`config.mk`:
```
export PLATFORM = sky130hd
export DESIGN_NAME = sdc_bank
export DESIGN_NICKNAME = d
export VERILOG_FILES = /design/src/logic/sdc_pkg.sv /design/src/logic/sdc_bank.sv
export SDC_FILE = /design/constraint.sdc
export NUM_CORES = 2
export LEC_CHECK = 0
export BUFFER_PORTS_ARGS = -buffer_cell sky130_fd_sc_hd__clkbuf_2
export CAP_MARGIN = 40
export CORE_MARGIN = 2
export CORE_UTILIZATION = 51
export DETAILED_ROUTE_END_ITERATION = 8
export PLACE_DENSITY = 0.69
export SLEW_MARGIN = 20
export SYNTH_ARGS = -nofsm -noshare
export SYNTH_HDL_FRONTEND = slang
export SYNTH_HIERARCHICAL = 1
export SYNTH_SLANG_ARGS = --single-unit
```
`constraint.sdc`:
```
create_clock -name mclk -period 13.53 [get_ports mclk]
set_input_delay 2.706 -clock mclk [delete_from_list [all_inputs] [get_ports mclk]]
set_output_delay 2.706 -clock mclk [all_outputs]
set_load 0.02 [all_outputs]
```
`src/logic/sdc_pkg.sv`:
```
// Package of register map, field layout, reset values and sizes for the playback control bank
`default_nettype none
package sdc_pkg;
	// Register addresses on the control port
	localparam logic [6:0] ADDR_RESET_ROUTING = 7'h64;
	localparam logic [6:0] ADDR_CLOCK_FILTER = 7'h65;
	localparam logic [6:0] ADDR_ZERO_FLAG = 7'h66;
	localparam logic [6:0] ADDR_PIN_FUNCTION = 7'h67;
	localparam logic [6:0] ADDR_LEFT_VOLUME = 7'h68;
	localparam logic [6:0] ADDR_RIGHT_VOLUME = 7'h69;
	localparam logic [6:0] ADDR_LEFT_PEAK = 7'h6a;
	localparam logic [6:0] ADDR_RIGHT_PEAK = 7'h6b;
	// Writable bit masks; reserved bits are dropped on write and read as zero
	localparam logic [7:0] MASK_RESET_ROUTING = 8'hff;
	localparam logic [7:0] MASK_CLOCK_FILTER = 8'h3f;
	localparam logic [7:0] MASK_ZERO_FLAG = 8'h07;
	localparam logic [7:0] MASK_PIN_FUNCTION = 8'h70;
	localparam logic [7:0] MASK_VOLUME = 8'hff;
	// Reset values
	localparam logic [7:0] RST_RESET_ROUTING = 8'h03;
	localparam logic [7:0] RST_CLOCK_FILTER = 8'h00;
	localparam logic [7:0] RST_ZERO_FLAG = 8'h00;
	localparam logic [7:0] RST_PIN_FUNCTION = 8'h00;
	localparam logic [7:0] RST_VOLUME = 8'hff;
	// Field positions in the reset and routing register
	localparam int FULL_RESET_POWERDOWN_BIT = 7;
	localparam int DIGITAL_CORE_RESET_BIT = 6;
	localparam int ROUTE_LSB = 4;
	localparam int INVERT_LSB = 2;
	localparam int RIGHT_SILENCE_N_BIT = 1;
	localparam int LEFT_SILENCE_N_BIT = 0;
	// Field positions in the clock and filter register
	localparam int DIVIDE_LSB = 4;
	localparam int RATIO_LSB = 2;
	localparam int DEEMPH_LSB = 0;
	// Field positions in the zero flag and pin function registers
	localparam int ZERO_ON_VOLUME_DISABLE_BIT = 2;
	localparam int ZERO_ON_DATA_DISABLE_BIT = 1;
	localparam int ZERO_FLAG_LEVEL_BIT = 0;
	localparam int LEFT_PIN_IRQ_SELECT_BIT = 6;
	localparam int RIGHT_PIN_FUNCTION_LSB = 4;
	// Reserved interpolation code
	localparam logic [1:0] RATIO_RESERVED = 2'h3;
	// Sample, buffer and gain geometry, peak floor code and full-scale gain code
	localparam int SAMPLE_W = 24;
	localparam int FIFO_DEPTH = 16;
	localparam int GAIN_W = 16;
	localparam logic [5:0] PEAK_FLOOR = 6'h3f;
	localparam logic [7:0] GAIN_FULL_SCALE = 8'hff;
endpackage
`default_nettype wire

```
`src/logic/sdc_bank.sv`:
```
// Playback control bank: register set, sample FIFO and output processing
`default_nettype none

// Synchronous FIFO with valid/ready on both sides
module sdc_fifo #(
	parameter int WIDTH = 48,
	parameter int DEPTH = 16
) (
	input wire logic mclk,
	input wire logic rst_n,
	input wire logic clear,
	input wire logic in_valid,
	output logic in_ready,
	input wire logic [WIDTH-1:0] in_data,
	output logic out_valid,
	input wire logic out_ready,
	output logic [WIDTH-1:0] out_data
);
	localparam int AW = $clog2(DEPTH);
	logic [WIDTH-1:0] mem [DEPTH];
	logic [AW-1:0] wr_ptr_ff;
	logic [AW-1:0] rd_ptr_ff;
	logic [AW:0] count_ff;
	logic [AW:0] nxt_count;
	logic ready_ff;
	logic push;
	logic pop;

	// Ready is registered so the source sees back-pressure from a flop
	assign push = in_valid && ready_ff;
	assign pop = out_valid && out_ready;
	assign nxt_count = count_ff + (AW+1)'(push) - (AW+1)'(pop);
	assign in_ready = ready_ff;
	assign out_valid = (count_ff != '0);
	assign out_data = mem[rd_ptr_ff];

	// Storage array has no reset; only pointers matter
	always_ff @(posedge mclk)
	begin
		if (push)
		begin
			mem[wr_ptr_ff] <= in_data;
		end
	end

	// Pointers and occupancy
	always_ff @(posedge mclk)
	begin
		if (!rst_n || clear)
		begin
			wr_ptr_ff <= '0;
			rd_ptr_ff <= '0;
			count_ff <= '0;
			ready_ff <= 1'b0;
		end
		else
		begin
			wr_ptr_ff <= push ? wr_ptr_ff + AW'(1) : wr_ptr_ff;
			rd_ptr_ff <= pop ? rd_ptr_ff + AW'(1) : rd_ptr_ff;
			count_ff <= nxt_count;
			ready_ff <= (nxt_count != (AW+1)'(DEPTH));
		end
	end
endmodule

// Top: control registers and playback processing towards the converter cores
module sdc_bank (
	input wire logic mclk,
	input wire logic rst_n,
	input wire logic [6:0] reg_addr,
	input wire logic reg_wr,
	input wire logic [7:0] reg_wdata,
	input wire logic reg_rd,
	output logic [7:0] reg_rdata,
	input wire logic in_valid,
	output logic in_ready,
	input wire logic [sdc_pkg::SAMPLE_W-1:0] in_left,
	input wire logic [sdc_pkg::SAMPLE_W-1:0] in_right,
	output logic out_valid,
	input wire logic out_ready,
	output logic [sdc_pkg::SAMPLE_W-1:0] out_left,
	output logic [sdc_pkg::SAMPLE_W-1:0] out_right,
	input wire logic dev_irq,
	output logic conv_hard_reset,
	output logic conv_out_agnd,
	output logic conv_clk_en,
	output logic [1:0] interpolation_ratio,
	output logic [1:0] deemphasis_select,
	output logic left_zero_pin,
	output logic right_zero_pin
);
	localparam int SW = sdc_pkg::SAMPLE_W;
	localparam int GW = sdc_pkg::GAIN_W;

	logic [7:0] routing_ff;
	logic [7:0] clock_filter_ff;
	logic [7:0] zero_ctrl_ff;
	logic [7:0] pin_ctrl_ff;
	logic [7:0] left_gain_code_ff;
	logic [7:0] right_gain_code_ff;
	logic [7:0] rdata_ff;
	logic [SW-2:0] left_peak_ff;
	logic [SW-2:0] right_peak_ff;
	logic [1:0] ratio_ff;
	logic hard_reset_ff;
	logic agnd_ff;
	logic [1:0] div_cnt_ff;
	logic clk_en_ff;
	logic out_valid_ff;
	logic [SW-1:0] out_left_ff;
	logic [SW-1:0] out_right_ff;
	logic left_data_zero_ff;
	logic right_data_zero_ff;
	logic left_pin_ff;
	logic right_pin_ff;

	logic logic_clear;
	logic fifo_valid;
	logic fifo_ready;
	logic [2*SW-1:0] fifo_data;
	logic take;
	logic [SW-1:0] src_left;
	logic [SW-1:0] src_right;
	logic [SW-1:0] route_left;
	logic [SW-1:0] route_right;
	logic [SW-1:0] nxt_left;
	logic [SW-1:0] nxt_right;
	logic [1:0] route_sel;
	logic [1:0] invert_sel;
	logic [1:0] divide_sel;
	logic left_zero;
	logic right_zero;
	logic level;
	logic rd_left_peak;
	logic rd_right_peak;

	// Negate with clamp so the most negative code does not wrap to itself
	function automatic logic [SW-1:0] neg_sat(input logic [SW-1:0] x);
		if (x == {1'b1, {(SW-1){1'b0}}})
		begin
			return {1'b0, {(SW-1){1'b1}}};
		end
		return SW'(-x);
	endfunction

	// Magnitude of a signed sample, clamped to the positive range
	function automatic logic [SW-2:0] magnitude(input logic [SW-1:0] x);
		logic [SW-1:0] p;
		p = x[SW-1] ? neg_sat(x) : x;
		return p[SW-2:0];
	endfunction

	// Attenuation in 0.375 dB steps: sixteen steps make 6 dB, taken as one shift;
	// the residual steps come from a small mantissa table
	function automatic logic [SW-1:0] apply_gain(input logic [SW-1:0] x, input logic [7:0] code);
		logic [7:0] att;
		logic [GW-1:0] mant;
		logic signed [SW+GW:0] prod;
		logic signed [SW-1:0] scaled;
		att = sdc_pkg::GAIN_FULL_SCALE - code;
		// Full scale passes the sample untouched; the table tops out just below unity
		if (att == 8'h00)
		begin
			return x;
		end
		unique case (att[3:0])
			4'h0: mant = 16'hffff;
			4'h1: mant = 16'hf52e;
			4'h2: mant = 16'heacf;
			4'h3: mant = 16'he0e6;
			4'h4: mant = 16'hd766;
			4'h5: mant = 16'hce4d;
			4'h6: mant = 16'hc595;
			4'h7: mant = 16'hbd3c;
			4'h8: mant = 16'hb53c;
			4'h9: mant = 16'had94;
			4'ha: mant = 16'ha63e;
			4'hb: mant = 16'h9f37;
			4'hc: mant = 16'h987d;
			4'hd: mant = 16'h920b;
			4'he: mant = 16'h8bd0;
			4'hf: mant = 16'h85f7;
		endcase
		prod = $signed(x) * $signed({1'b0, mant});
		scaled = SW'(prod >>> GW);
		return SW'(scaled >>> att[7:4]);
	endfunction

	// Level in whole dB below full scale: 6 dB per leading zero plus a mantissa term
	function automatic logic [5:0] peak_code(input logic [SW-2:0] mag);
		int lz;
		int frac;
		int db;
		lz = SW - 1;
		frac = 0;
		for (int i = 0; i < SW - 1; i++)
		begin
			if (mag[i])
			begin
				lz = SW - 2 - i;
			end
		end
		if (lz >= SW - 1)
		begin
			return sdc_pkg::PEAK_FLOOR;
		end
		if (lz <= SW - 5)
		begin
			unique case (3'(mag >> (SW - 5 - lz)))
				3'h0: frac = 6;
				3'h1: frac = 4;
				3'h2: frac = 4;
				3'h3: frac = 3;
				3'h4: frac = 2;
				3'h5: frac = 1;
				3'h6: frac = 1;
				3'h7: frac = 0;
			endcase
		end
		db = lz * 6 + frac;
		return (db > 63) ? sdc_pkg::PEAK_FLOOR : 6'(db);
	endfunction

	// Zero flag of one channel from its two causes
	function automatic logic zero_flag(input logic silence_n, input logic [7:0] code, input logic data_zero);
		logic by_volume;
		logic by_data;
		by_volume = !zero_ctrl_ff[sdc_pkg::ZERO_ON_VOLUME_DISABLE_BIT]
			&& (!silence_n || code == 8'h00);
		by_data = !zero_ctrl_ff[sdc_pkg::ZERO_ON_DATA_DISABLE_BIT] && data_zero;
		return by_volume || by_data;
	endfunction

	// Either reset bit clears the playback logic; the registers below survive it
	assign logic_clear = routing_ff[sdc_pkg::FULL_RESET_POWERDOWN_BIT]
		|| routing_ff[sdc_pkg::DIGITAL_CORE_RESET_BIT];

	sdc_fifo #(
		.WIDTH(2*SW),
		.DEPTH(sdc_pkg::FIFO_DEPTH)
	) u_fifo (
		.mclk(mclk),
		.rst_n(rst_n),
		.clear(logic_clear),
		.in_valid(in_valid),
		.in_ready(fifo_ready),
		.in_data({in_left, in_right}),
		.out_valid(fifo_valid),
		.out_ready(take),
		.out_data(fifo_data)
	);

	// Register writes; reserved bits are masked away
	always_ff @(posedge mclk)
	begin
		if (!rst_n)
		begin
			routing_ff <= sdc_pkg::RST_RESET_ROUTING;
			clock_filter_ff <= sdc_pkg::RST_CLOCK_FILTER;
			zero_ctrl_ff <= sdc_pkg::RST_ZERO_FLAG;
			pin_ctrl_ff <= sdc_pkg::RST_PIN_FUNCTION;
			left_gain_code_ff <= sdc_pkg::RST_VOLUME;
			right_gain_code_ff <= sdc_pkg::RST_VOLUME;
		end
		else if (reg_wr)
		begin
			unique case (reg_addr)
				sdc_pkg::ADDR_RESET_ROUTING: routing_ff <= reg_wdata & sdc_pkg::MASK_RESET_ROUTING;
				sdc_pkg::ADDR_CLOCK_FILTER: clock_filter_ff <= reg_wdata & sdc_pkg::MASK_CLOCK_FILTER;
				sdc_pkg::ADDR_ZERO_FLAG: zero_ctrl_ff <= reg_wdata & sdc_pkg::MASK_ZERO_FLAG;
				sdc_pkg::ADDR_PIN_FUNCTION: pin_ctrl_ff <= reg_wdata & sdc_pkg::MASK_PIN_FUNCTION;
				sdc_pkg::ADDR_LEFT_VOLUME: left_gain_code_ff <= reg_wdata & sdc_pkg::MASK_VOLUME;
				sdc_pkg::ADDR_RIGHT_VOLUME: right_gain_code_ff <= reg_wdata & sdc_pkg::MASK_VOLUME;
				default: ;
			endcase
		end
	end

	// Read data is captured into a flop one cycle after the strobe
	assign rd_left_peak = reg_rd && reg_addr == sdc_pkg::ADDR_LEFT_PEAK;
	assign rd_right_peak = reg_rd && reg_addr == sdc_pkg::ADDR_RIGHT_PEAK;
	always_ff @(posedge mclk)
	begin
		if (!rst_n)
		begin
			rdata_ff <= 8'h00;
		end
		else if (reg_rd)
		begin
			unique case (reg_addr)
				sdc_pkg::ADDR_RESET_ROUTING: rdata_ff <= routing_ff;
				sdc_pkg::ADDR_CLOCK_FILTER: rdata_ff <= clock_filter_ff;
				sdc_pkg::ADDR_ZERO_FLAG: rdata_ff <= zero_ctrl_ff;
				sdc_pkg::ADDR_PIN_FUNCTION: rdata_ff <= pin_ctrl_ff;
				sdc_pkg::ADDR_LEFT_VOLUME: rdata_ff <= left_gain_code_ff;
				sdc_pkg::ADDR_RIGHT_VOLUME: rdata_ff <= right_gain_code_ff;
				sdc_pkg::ADDR_LEFT_PEAK: rdata_ff <= {2'b00, peak_code(left_peak_ff)};
				sdc_pkg::ADDR_RIGHT_PEAK: rdata_ff <= {2'b00, peak_code(right_peak_ff)};
				default: rdata_ff <= 8'h00;
			endcase
		end
	end

	// Hard reset and analog ground follow the full reset bit
	always_ff @(posedge mclk)
	begin
		if (!rst_n)
		begin
			hard_reset_ff <= 1'b0;
			agnd_ff <= 1'b0;
		end
		else
		begin
			hard_reset_ff <= routing_ff[sdc_pkg::FULL_RESET_POWERDOWN_BIT];
			agnd_ff <= routing_ff[sdc_pkg::FULL_RESET_POWERDOWN_BIT];
		end
	end

	// A reserved ratio code keeps the last legal ratio rather than reach the core
	always_ff @(posedge mclk)
	begin
		if (!rst_n)
		begin
			ratio_ff <= 2'h0;
		end
		else if (clock_filter_ff[sdc_pkg::RATIO_LSB +: 2] != sdc_pkg::RATIO_RESERVED)
		begin
			ratio_ff <= clock_filter_ff[sdc_pkg::RATIO_LSB +: 2];
		end
	end

	// Converter clock enable: /1.5 is two enables in three cycles, so jitter is traded for one clock
	assign divide_sel = clock_filter_ff[sdc_pkg::DIVIDE_LSB +: 2];
	always_ff @(posedge mclk)
	begin
		if (!rst_n || logic_clear)
		begin
			div_cnt_ff <= 2'h0;
			clk_en_ff <= 1'b0;
		end
		else
		begin
			unique case (divide_sel)
				2'h0:
				begin
					div_cnt_ff <= 2'h0;
					clk_en_ff <= 1'b1;
				end
				2'h1:
				begin
					div_cnt_ff <= (div_cnt_ff >= 2'h2) ? 2'h0 : div_cnt_ff + 2'h1;
					clk_en_ff <= (div_cnt_ff != 2'h2);
				end
				2'h2:
				begin
					div_cnt_ff <= {1'b0, ~div_cnt_ff[0]};
					clk_en_ff <= (div_cnt_ff[0] == 1'b0);
				end
				2'h3:
				begin
					div_cnt_ff <= (div_cnt_ff >= 2'h2) ? 2'h0 : div_cnt_ff + 2'h1;
					clk_en_ff <= (div_cnt_ff == 2'h0);
				end
			endcase
		end
	end

	// Sample path: route, invert, silence, scale
	assign take = fifo_valid && (!out_valid_ff || out_ready);
	assign src_left = fifo_data[2*SW-1:SW];
	assign src_right = fifo_data[SW-1:0];
	assign route_sel = routing_ff[sdc_pkg::ROUTE_LSB +: 2];
	assign invert_sel = routing_ff[sdc_pkg::INVERT_LSB +: 2];
	always_comb
	begin
		unique case (route_sel)
			2'h0:
			begin
				route_left = src_left;
				route_right = src_right;
			end
			2'h1:
			begin
				route_left = src_right;
				route_right = src_right;
			end
			2'h2:
			begin
				route_left = src_left;
				route_right = src_left;
			end
			2'h3:
			begin
				route_left = src_right;
				route_right = src_left;
			end
		endcase
		nxt_left = invert_sel[0] ? neg_sat(route_left) : route_left;
		nxt_right = invert_sel[1] ? neg_sat(route_right) : route_right;
		nxt_left = routing_ff[sdc_pkg::LEFT_SILENCE_N_BIT]
			? apply_gain(nxt_left, left_gain_code_ff) : '0;
		nxt_right = routing_ff[sdc_pkg::RIGHT_SILENCE_N_BIT]
			? apply_gain(nxt_right, right_gain_code_ff) : '0;
	end

	// Output stage holds a sample until the converter accepts it
	always_ff @(posedge mclk)
	begin
		if (!rst_n || logic_clear)
		begin
			out_valid_ff <= 1'b0;
			out_left_ff <= '0;
			out_right_ff <= '0;
			left_data_zero_ff <= 1'b0;
			right_data_zero_ff <= 1'b0;
		end
		else
		begin
			if (take)
			begin
				out_valid_ff <= 1'b1;
				out_left_ff <= nxt_left;
				out_right_ff <= nxt_right;
				left_data_zero_ff <= (route_left == '0);
				right_data_zero_ff <= (route_right == '0);
			end
			else if (out_ready)
			begin
				out_valid_ff <= 1'b0;
			end
		end
	end

	// Peak hold: a read restarts from the incoming sample, so a sample in the read cycle is not lost
	always_ff @(posedge mclk)
	begin
		if (!rst_n || logic_clear)
		begin
			left_peak_ff <= '0;
			right_peak_ff <= '0;
		end
		else
		begin
			if (rd_left_peak)
			begin
				left_peak_ff <= take ? magnitude(nxt_left) : '0;
			end
			else if (take && magnitude(nxt_left) > left_peak_ff)
			begin
				left_peak_ff <= magnitude(nxt_left);
			end
			if (rd_right_peak)
			begin
				right_peak_ff <= take ? magnitude(nxt_right) : '0;
			end
			else if (take && magnitude(nxt_right) > right_peak_ff)
			begin
				right_peak_ff <= magnitude(nxt_right);
			end
		end
	end

	// Zero and interrupt pins
	assign left_zero = zero_flag(routing_ff[sdc_pkg::LEFT_SILENCE_N_BIT], left_gain_code_ff, left_data_zero_ff);
	assign right_zero = zero_flag(routing_ff[sdc_pkg::RIGHT_SILENCE_N_BIT], right_gain_code_ff, right_data_zero_ff);
	assign level = zero_ctrl_ff[sdc_pkg::ZERO_FLAG_LEVEL_BIT];
	always_ff @(posedge mclk)
	begin
		if (!rst_n)
		begin
			left_pin_ff <= 1'b1;
			right_pin_ff <= 1'b1;
		end
		else if (pin_ctrl_ff[sdc_pkg::LEFT_PIN_IRQ_SELECT_BIT])
		begin
			left_pin_ff <= dev_irq;
			unique case (pin_ctrl_ff[sdc_pkg::RIGHT_PIN_FUNCTION_LSB +: 2])
				2'h0: right_pin_ff <= right_zero ~^ level;
				2'h1: right_pin_ff <= left_zero ~^ level;
				2'h2: right_pin_ff <= (left_zero || right_zero) ~^ level;
				2'h3: right_pin_ff <= (left_zero && right_zero) ~^ level;
			endcase
		end
		else
		begin
			left_pin_ff <= left_zero ~^ level;
			right_pin_ff <= right_zero ~^ level;
		end
	end

	assign reg_rdata = rdata_ff;
	assign in_ready = fifo_ready;
	assign out_valid = out_valid_ff;
	assign out_left = out_left_ff;
	assign out_right = out_right_ff;
	assign conv_hard_reset = hard_reset_ff;
	assign conv_out_agnd = agnd_ff;
	assign conv_clk_en = clk_en_ff;
	assign interpolation_ratio = ratio_ff;
	assign deemphasis_select = clock_filter_ff[sdc_pkg::DEEMPH_LSB +: 2];
	assign left_zero_pin = left_pin_ff;
	assign right_zero_pin = right_pin_ff;
endmodule
`default_nettype wire

```
Word level (Yosys, flattened, before mapping)
Memories as Yosys holds them, arrays and structs flattened. A register that Yosys moved wholly into a read port is not among the register bits.
Cells that the tools add are included.

storage, ports and cells
  bits in registers = 163
  input port bits = 70
  output and inout port bits = 67
  logic and storage cells = 290
  bits in writable memories = 768
  memories kept = 5
  bits in read-only memories = 528

cells by class
  order comparisons = 9
  bitwise operators = 5
  shifts and indexed selects = 4
  muxes and demuxes = 149
  equality and inequality tests = 24
  reductions and logical operators = 51
  $mul = 4
  add/subtract/negate cells = 15

memory list
  memory           words  bits a word  rd ports  clocked after memory_dff  wr ports  line             text
  u_fifo.mem       16     48           1         1                         1         sdc_bank.sv:20   logic [WIDTH-1:0] mem [DEPTH];
  (no name shown)  16     15           1         0                         0         sdc_bank.sv:166  unique case (att[3:0])
  (no name shown)  16     15           1         0                         0         sdc_bank.sv:166
  (no name shown)  8      3            1         0                         0         sdc_bank.sv:209  unique case (3'(mag >> (SW - 5 - lz)))
  (no name shown)  8      3            1         0                         0         sdc_bank.sv:209

operator list
  cell                   number
  $mux 32                60
  $mux 23                24
  $mux 24                12
  $eq 24x24->1 const B   4
  $pmux 24 s2            2
  $mul 24x17->40         2
  $add 32x32->32         2
  $ge 32x6->1 const B    2
  $gt 32x7->1 const B    2
  $le 32x6->1 const B    2
  $mul 32x3->31 const B  2
  $pmux 8 s8             1
  $shr 23x32->3          2
  $sub 6x32->32 const A  2
  $eq 7x7->1 const B     8
  $logic_not 24->1       2
  $neg 24->24            2
  $sshr 24x4->24         2
  $gt 23x23->1           2
  $neg 23->23            2
  $mux 1                 36
  $mux 6                 6
  $logic_not 8->1        4
  $mux 16                2
  other kinds (24)       76

Longest topological paths before layout
  word-level depth = 40
  depth in mapped cells = 66
  depth with buffers taken out = 57

Modules after synthesis
The synthesis kept the hierarchy.

by module, submodules not included
  module    instances  area an instance (sq um)  seq. area each (sq um)  cells an instance
  sdc_bank  1          46777.4                   2982.9                  6052
  sdc_fifo  1          29579.6                   23422.5                 1280

Worst setup path before layout
Ideal clock, no wire load.

  path kind = flip-flop to flip-flop
  from = register routing_ff[5]
  to = register right_peak_ff[11]
  buffers on the path = 13
  clock period less this slack = 14996 ps
  setup time = 60 ps
  data required time = 13470 ps
  slack = -1466 ps
  arrival time = 14936 ps
  cell stages (with the launch flop) = 61
  cells stage by stage = dfxtp_1 > clkbuf_2 > buf_4 > clkbuf_1 > clkbuf_1 > buf_1 > clkbuf_1 > mux2_2 > inv_1 > ha_1 > nor4b_1 > a31o_2 > and3_1 > and2_1 > clkbuf_1 > clkbuf_1 > o21ai_0 > a21oi_1 > (+25 left out) > buf_6 > a22oi_2 > ha_1 > nor2b_1 > o21a_1 > o21a_1 > o21ai_0 > nand2b_1 > a21oi_1 > nor2b_1 > o21ai_0 > nand2_1 > a21oi_1 > a2bb2oi_2 > nor2b_1 > buf_1 > clkbuf_1 > a22o_1

between the ends
  cells in the longest elaborated chain, start to end = 22

RTL lines
  item                                                                  line             text
  from (decl)                                                           sdc_bank.sv:95   logic [7:0] routing_ff;
  from (signal assigned)                                                sdc_bank.sv:258  routing_ff <= sdc_pkg::RST_RESET_ROUTING;
  from (signal assigned)                                                sdc_bank.sv:268  sdc_pkg::ADDR_RESET_ROUTING: routing_ff <= reg_wdata & sdc_pkg::MASK_RESET_ROUTING;
  $eq 2x2->1 (tied with other cells)                                    sdc_bank.sv:376  unique case (route_sel)
  $reduce_or 2->1 (no line)                                             n/a
  $pmux 24 s2 (*)                                                       sdc_bank.sv:376
  parallel branches: the longest is 3 deep, another holds $neg 24->24   n/a
  $mux 24 (*)                                                           sdc_bank.sv:399  nxt_right = invert_sel[1] ? neg_sat(route_right) : route_right;
  $mul 24x17->40                                                        sdc_bank.sv:184  prod = $signed(x) * $signed({1'b0, mant});
  $sshr 24x4->24                                                        sdc_bank.sv:186  return SW'(scaled >>> att[7:4]);
  $mux 24 (*)                                                           sdc_bank.sv:166
  $mux 24 (*)                                                           sdc_bank.sv:403  ? apply_gain(nxt_right, right_gain_code_ff) : '0;
  parallel branches: the longest is 11 deep, another holds $neg 23->23  n/a
  to (signal assigned)                                                  sdc_bank.sv:454  right_peak_ff <= take ? magnitude(nxt_right) : '0;
  to (signal assigned)                                                  sdc_bank.sv:458  right_peak_ff <= magnitude(nxt_right);
  to (decl)                                                             sdc_bank.sv:103  logic [SW-2:0] right_peak_ff;

Mark *: on every way between the ends. The select of a mux whose other input is x is not followed.
A chain may end at the register's enable or synchronous reset.

==> results_dict.tcl <==
set metrics [dict create \
    dr.pass1.iters 6 \
    critPathLaunchType "flip-flop" \
    hold_path.class "flip-flop to flip-flop" \
    rows 141 \
    fin_util_pct 63.8 \
    antenna_found_initial 8 \
    slew_headroom_pct 37.8 \
    grt_pass1_vias 65156 \
    hold_ws_ps 419 \
    path_clk_slew_ps 60 \
    hold_buffers 0 \
    cts_buffers 92 \
    synthFlopType "edfxtp_1" \
    wirelength_mm 258 \
    die-area_um2 153000 \
    grt_usage_pct 33.9 \
    grt_max_degree 66 \
    clk_latency_ps 730 \
    max_clock_freq_ghz 0.0728 \
    synth.avg_cell_area_um2 10.4 \
    vias 63768 \
    cap_violations 0 \
    fin_nets 9685 \
    syn_to_final_growth_pct 23.7 \
    die_h_um 391 \
    fin_crit_ps 13740 \
    ys_seq_elements 935 \
    status "complete, but fails checks" \
    synth_top_area_share_pct 30.2 \
    fill_cells 11494 \
    syn_area_um2 76400 \
    synthesis.nets 8446 \
    ios 137 \
    clockBufferDepth 3 \
    yosysMostFrequentCell "inv_1" \
    clock-sinks 935 \
    fin_setup_tns_ps -7150 \
    crit_path_end_kind "flip-flop" \
    cp_slowest_cell "fa_2" \
    core_um2 148000 \
    min_period_over_period_pct 102 \
    final-setup-viol-count 46 \
    start_util_pct 51.5 \
    critPathMaxFanout 13 \
    place_hpwl_mm 194 \
    drc 0 \
    synth-edff-count 768 \
    worstMarginPinSlew_ps 931 \
    overflow 0 \
    crit_path_frequent_cell "fa_1" \
    wire_per_inst_um 24.4 \
    fin_area_um2 94500 \
    yosysTopAreaCell "edfxtp_1" \
    grt_setup_unrepaired "yes" \
    synth-seq-area-share_pct 34.6 \
    drv_slew 0 \
    viasPerCell 6.03 \
    cts-root-buf "clkbuf_16" \
    ys_types 109 \
    finalHoldViolCount 0 \
    dpl-instance-area_um2 88900 \
    fin_ws_ps -213 \
    gp_congestion 1.00 \
    detail-route-antenna-nets 0 \
    drt_iter0_drc 6643 \
    synth.area.top_cells "edfxtp_1, fa_1, mux4_2" \
    io_buffer_count 136 \
    synthCells 7332 \
    synthArstFlopShare_pct 0 \
    violations "setup timing" \
    die_w_um 391 \
    cts_tree "done" \
    grt_pass1_wl_mm 394 \
    max_stage_delay_ps 610 \
    required_ps 14140 \
    drive_gt1_share_pct 26.9 \
    ys.warnings.count 6 \
    cts_max_level 3 \
    path_class "flip-flop to flip-flop" \
    finalClockSkew_ps 63.9 \
    netlist_top_cells_count "inv_1, nand2_1, edfxtp_1" \
    worstPathArrival_ps 14350 \
]
worst max-delay path: cells and delay by family (launching register included):
family,cells,cell delay (ps)
AO/OA/AOI/OAI,20,3960
adder cells (fa/ha/maj),8,3790
AND/OR/NAND/NOR,13,2790
buffers and inverters,12,1660
multiplexers,1,550
flip-flops,1,410
XOR/XNOR,1,390
registers in the layout, summed over array words and instances, names as in the netlist, 2 cells and up, named ones only:
signal / cells
u_fifo/rd_ptr_ff: 4
u_fifo/mem: 768
div_cnt_ff: 2
right_gain_code_ff: 8
u_fifo/count_ff: 5
out_right: 24
left_peak_ff: 23
clock_filter_ff: 6
interpolation_ratio: 2
zero_ctrl_ff: 3
right_peak_ff: 23
reg_rdata: 8
routing_ff: 8
pin_ctrl_ff: 3
left_gain_code_ff: 8
out_left: 24
u_fifo/wr_ptr_ff: 4
metal layers:
layer | vias up | global-route usage [%] | routed length (um)
li1 | 27911 | - | -
met1 | 31917 | 44.7 | 100000
met2 | 3277 | 55.6 | 123000
met3 | 657 | 5.71 | 22900
met4 | 6 | 14.6 | 12400
met5 | - | 0 | 29
area by class of cell:
cell class	instances	area, um^2	area share [%]
clock buffers	113	2450	2.59
multi-input cells	4968	46400	49.1
clock inverters	52	611	0.646
well taps	1930	2410	2.56
diodes	8	20.0	0.0212
repair buffers	1517	12200	12.9
inverters	1057	3980	4.22
flip-flops and latches	935	26400	28.0
cell families after synthesis:
| logic type | Yosys count | synth area share (%) |
|---|---|---|
| AND/OR/NAND/NOR | 2164 | 13.0 |
| buffers and inverters | 1429 | 7.19 |
| XOR/XNOR | 138 | 1.66 |
| AO/OA/AOI/OAI | 1313 | 11.8 |
| adder cells (fa/ha/maj) | 1045 | 24.4 |
| multiplexers | 308 | 7.36 |
| flip-flops | 935 | 34.6 |
placed cells by master (no fill, tap or decap), types with 57 or more instances in the layout:
cell       instances
a21oi_1          244
nor3_1            92
nand2_1          879
mux2i_1           81
and2_1            98
ha_1             287
fa_1             738
xnor2_1           77
edfxtp_1         768
inv_1           1026
mux4_2           200
nor2b_1           61
clkbuf_2         136
nor2_1           478
buf_4           1265
a22oi_1           93
dfxtp_1          163
nand3_1          136
o21ai_0          164
clkbuf_16         92
o211ai_1          71
buf_12            57
through the flow:
| stage | cells | setup WS [ps] |
|---|---|---|
| after floorplan | 7332 | 1.54 |
| after global placement | 10289 | -713 |
| after detailed placement | 10313 | -574 |
| after CTS | 10546 | -112 |
| after global routing | 10576 | -726 |
| final | 10580 | -213 |
path summary, 6_finish.rpt:
kind	slack, ps	endpoint	start	cells past startpoint
setup / recovery	-210	right_peak_ff[8]	flip-flop	55
hold / removal	420	div_cnt_ff[1]	div_cnt_ff[1]	1
setup reg to reg	-210	right_peak_ff[8]	flip-flop	55
hold reg to reg	420	div_cnt_ff[1]	div_cnt_ff[1]	1
repair_timing:
item | 4_1_cts | 5_1_grt
pin swaps | 121 | 87
gates cloned | 4 | 0
resized for setup | 277 | 146
buffers inserted | 64 | 23
setup endpoints to repair | 46 | 46
Power is left out: the tool's default activity adds up to more than one toggle a clock period on the data nets, which glitch-free logic cannot reach.
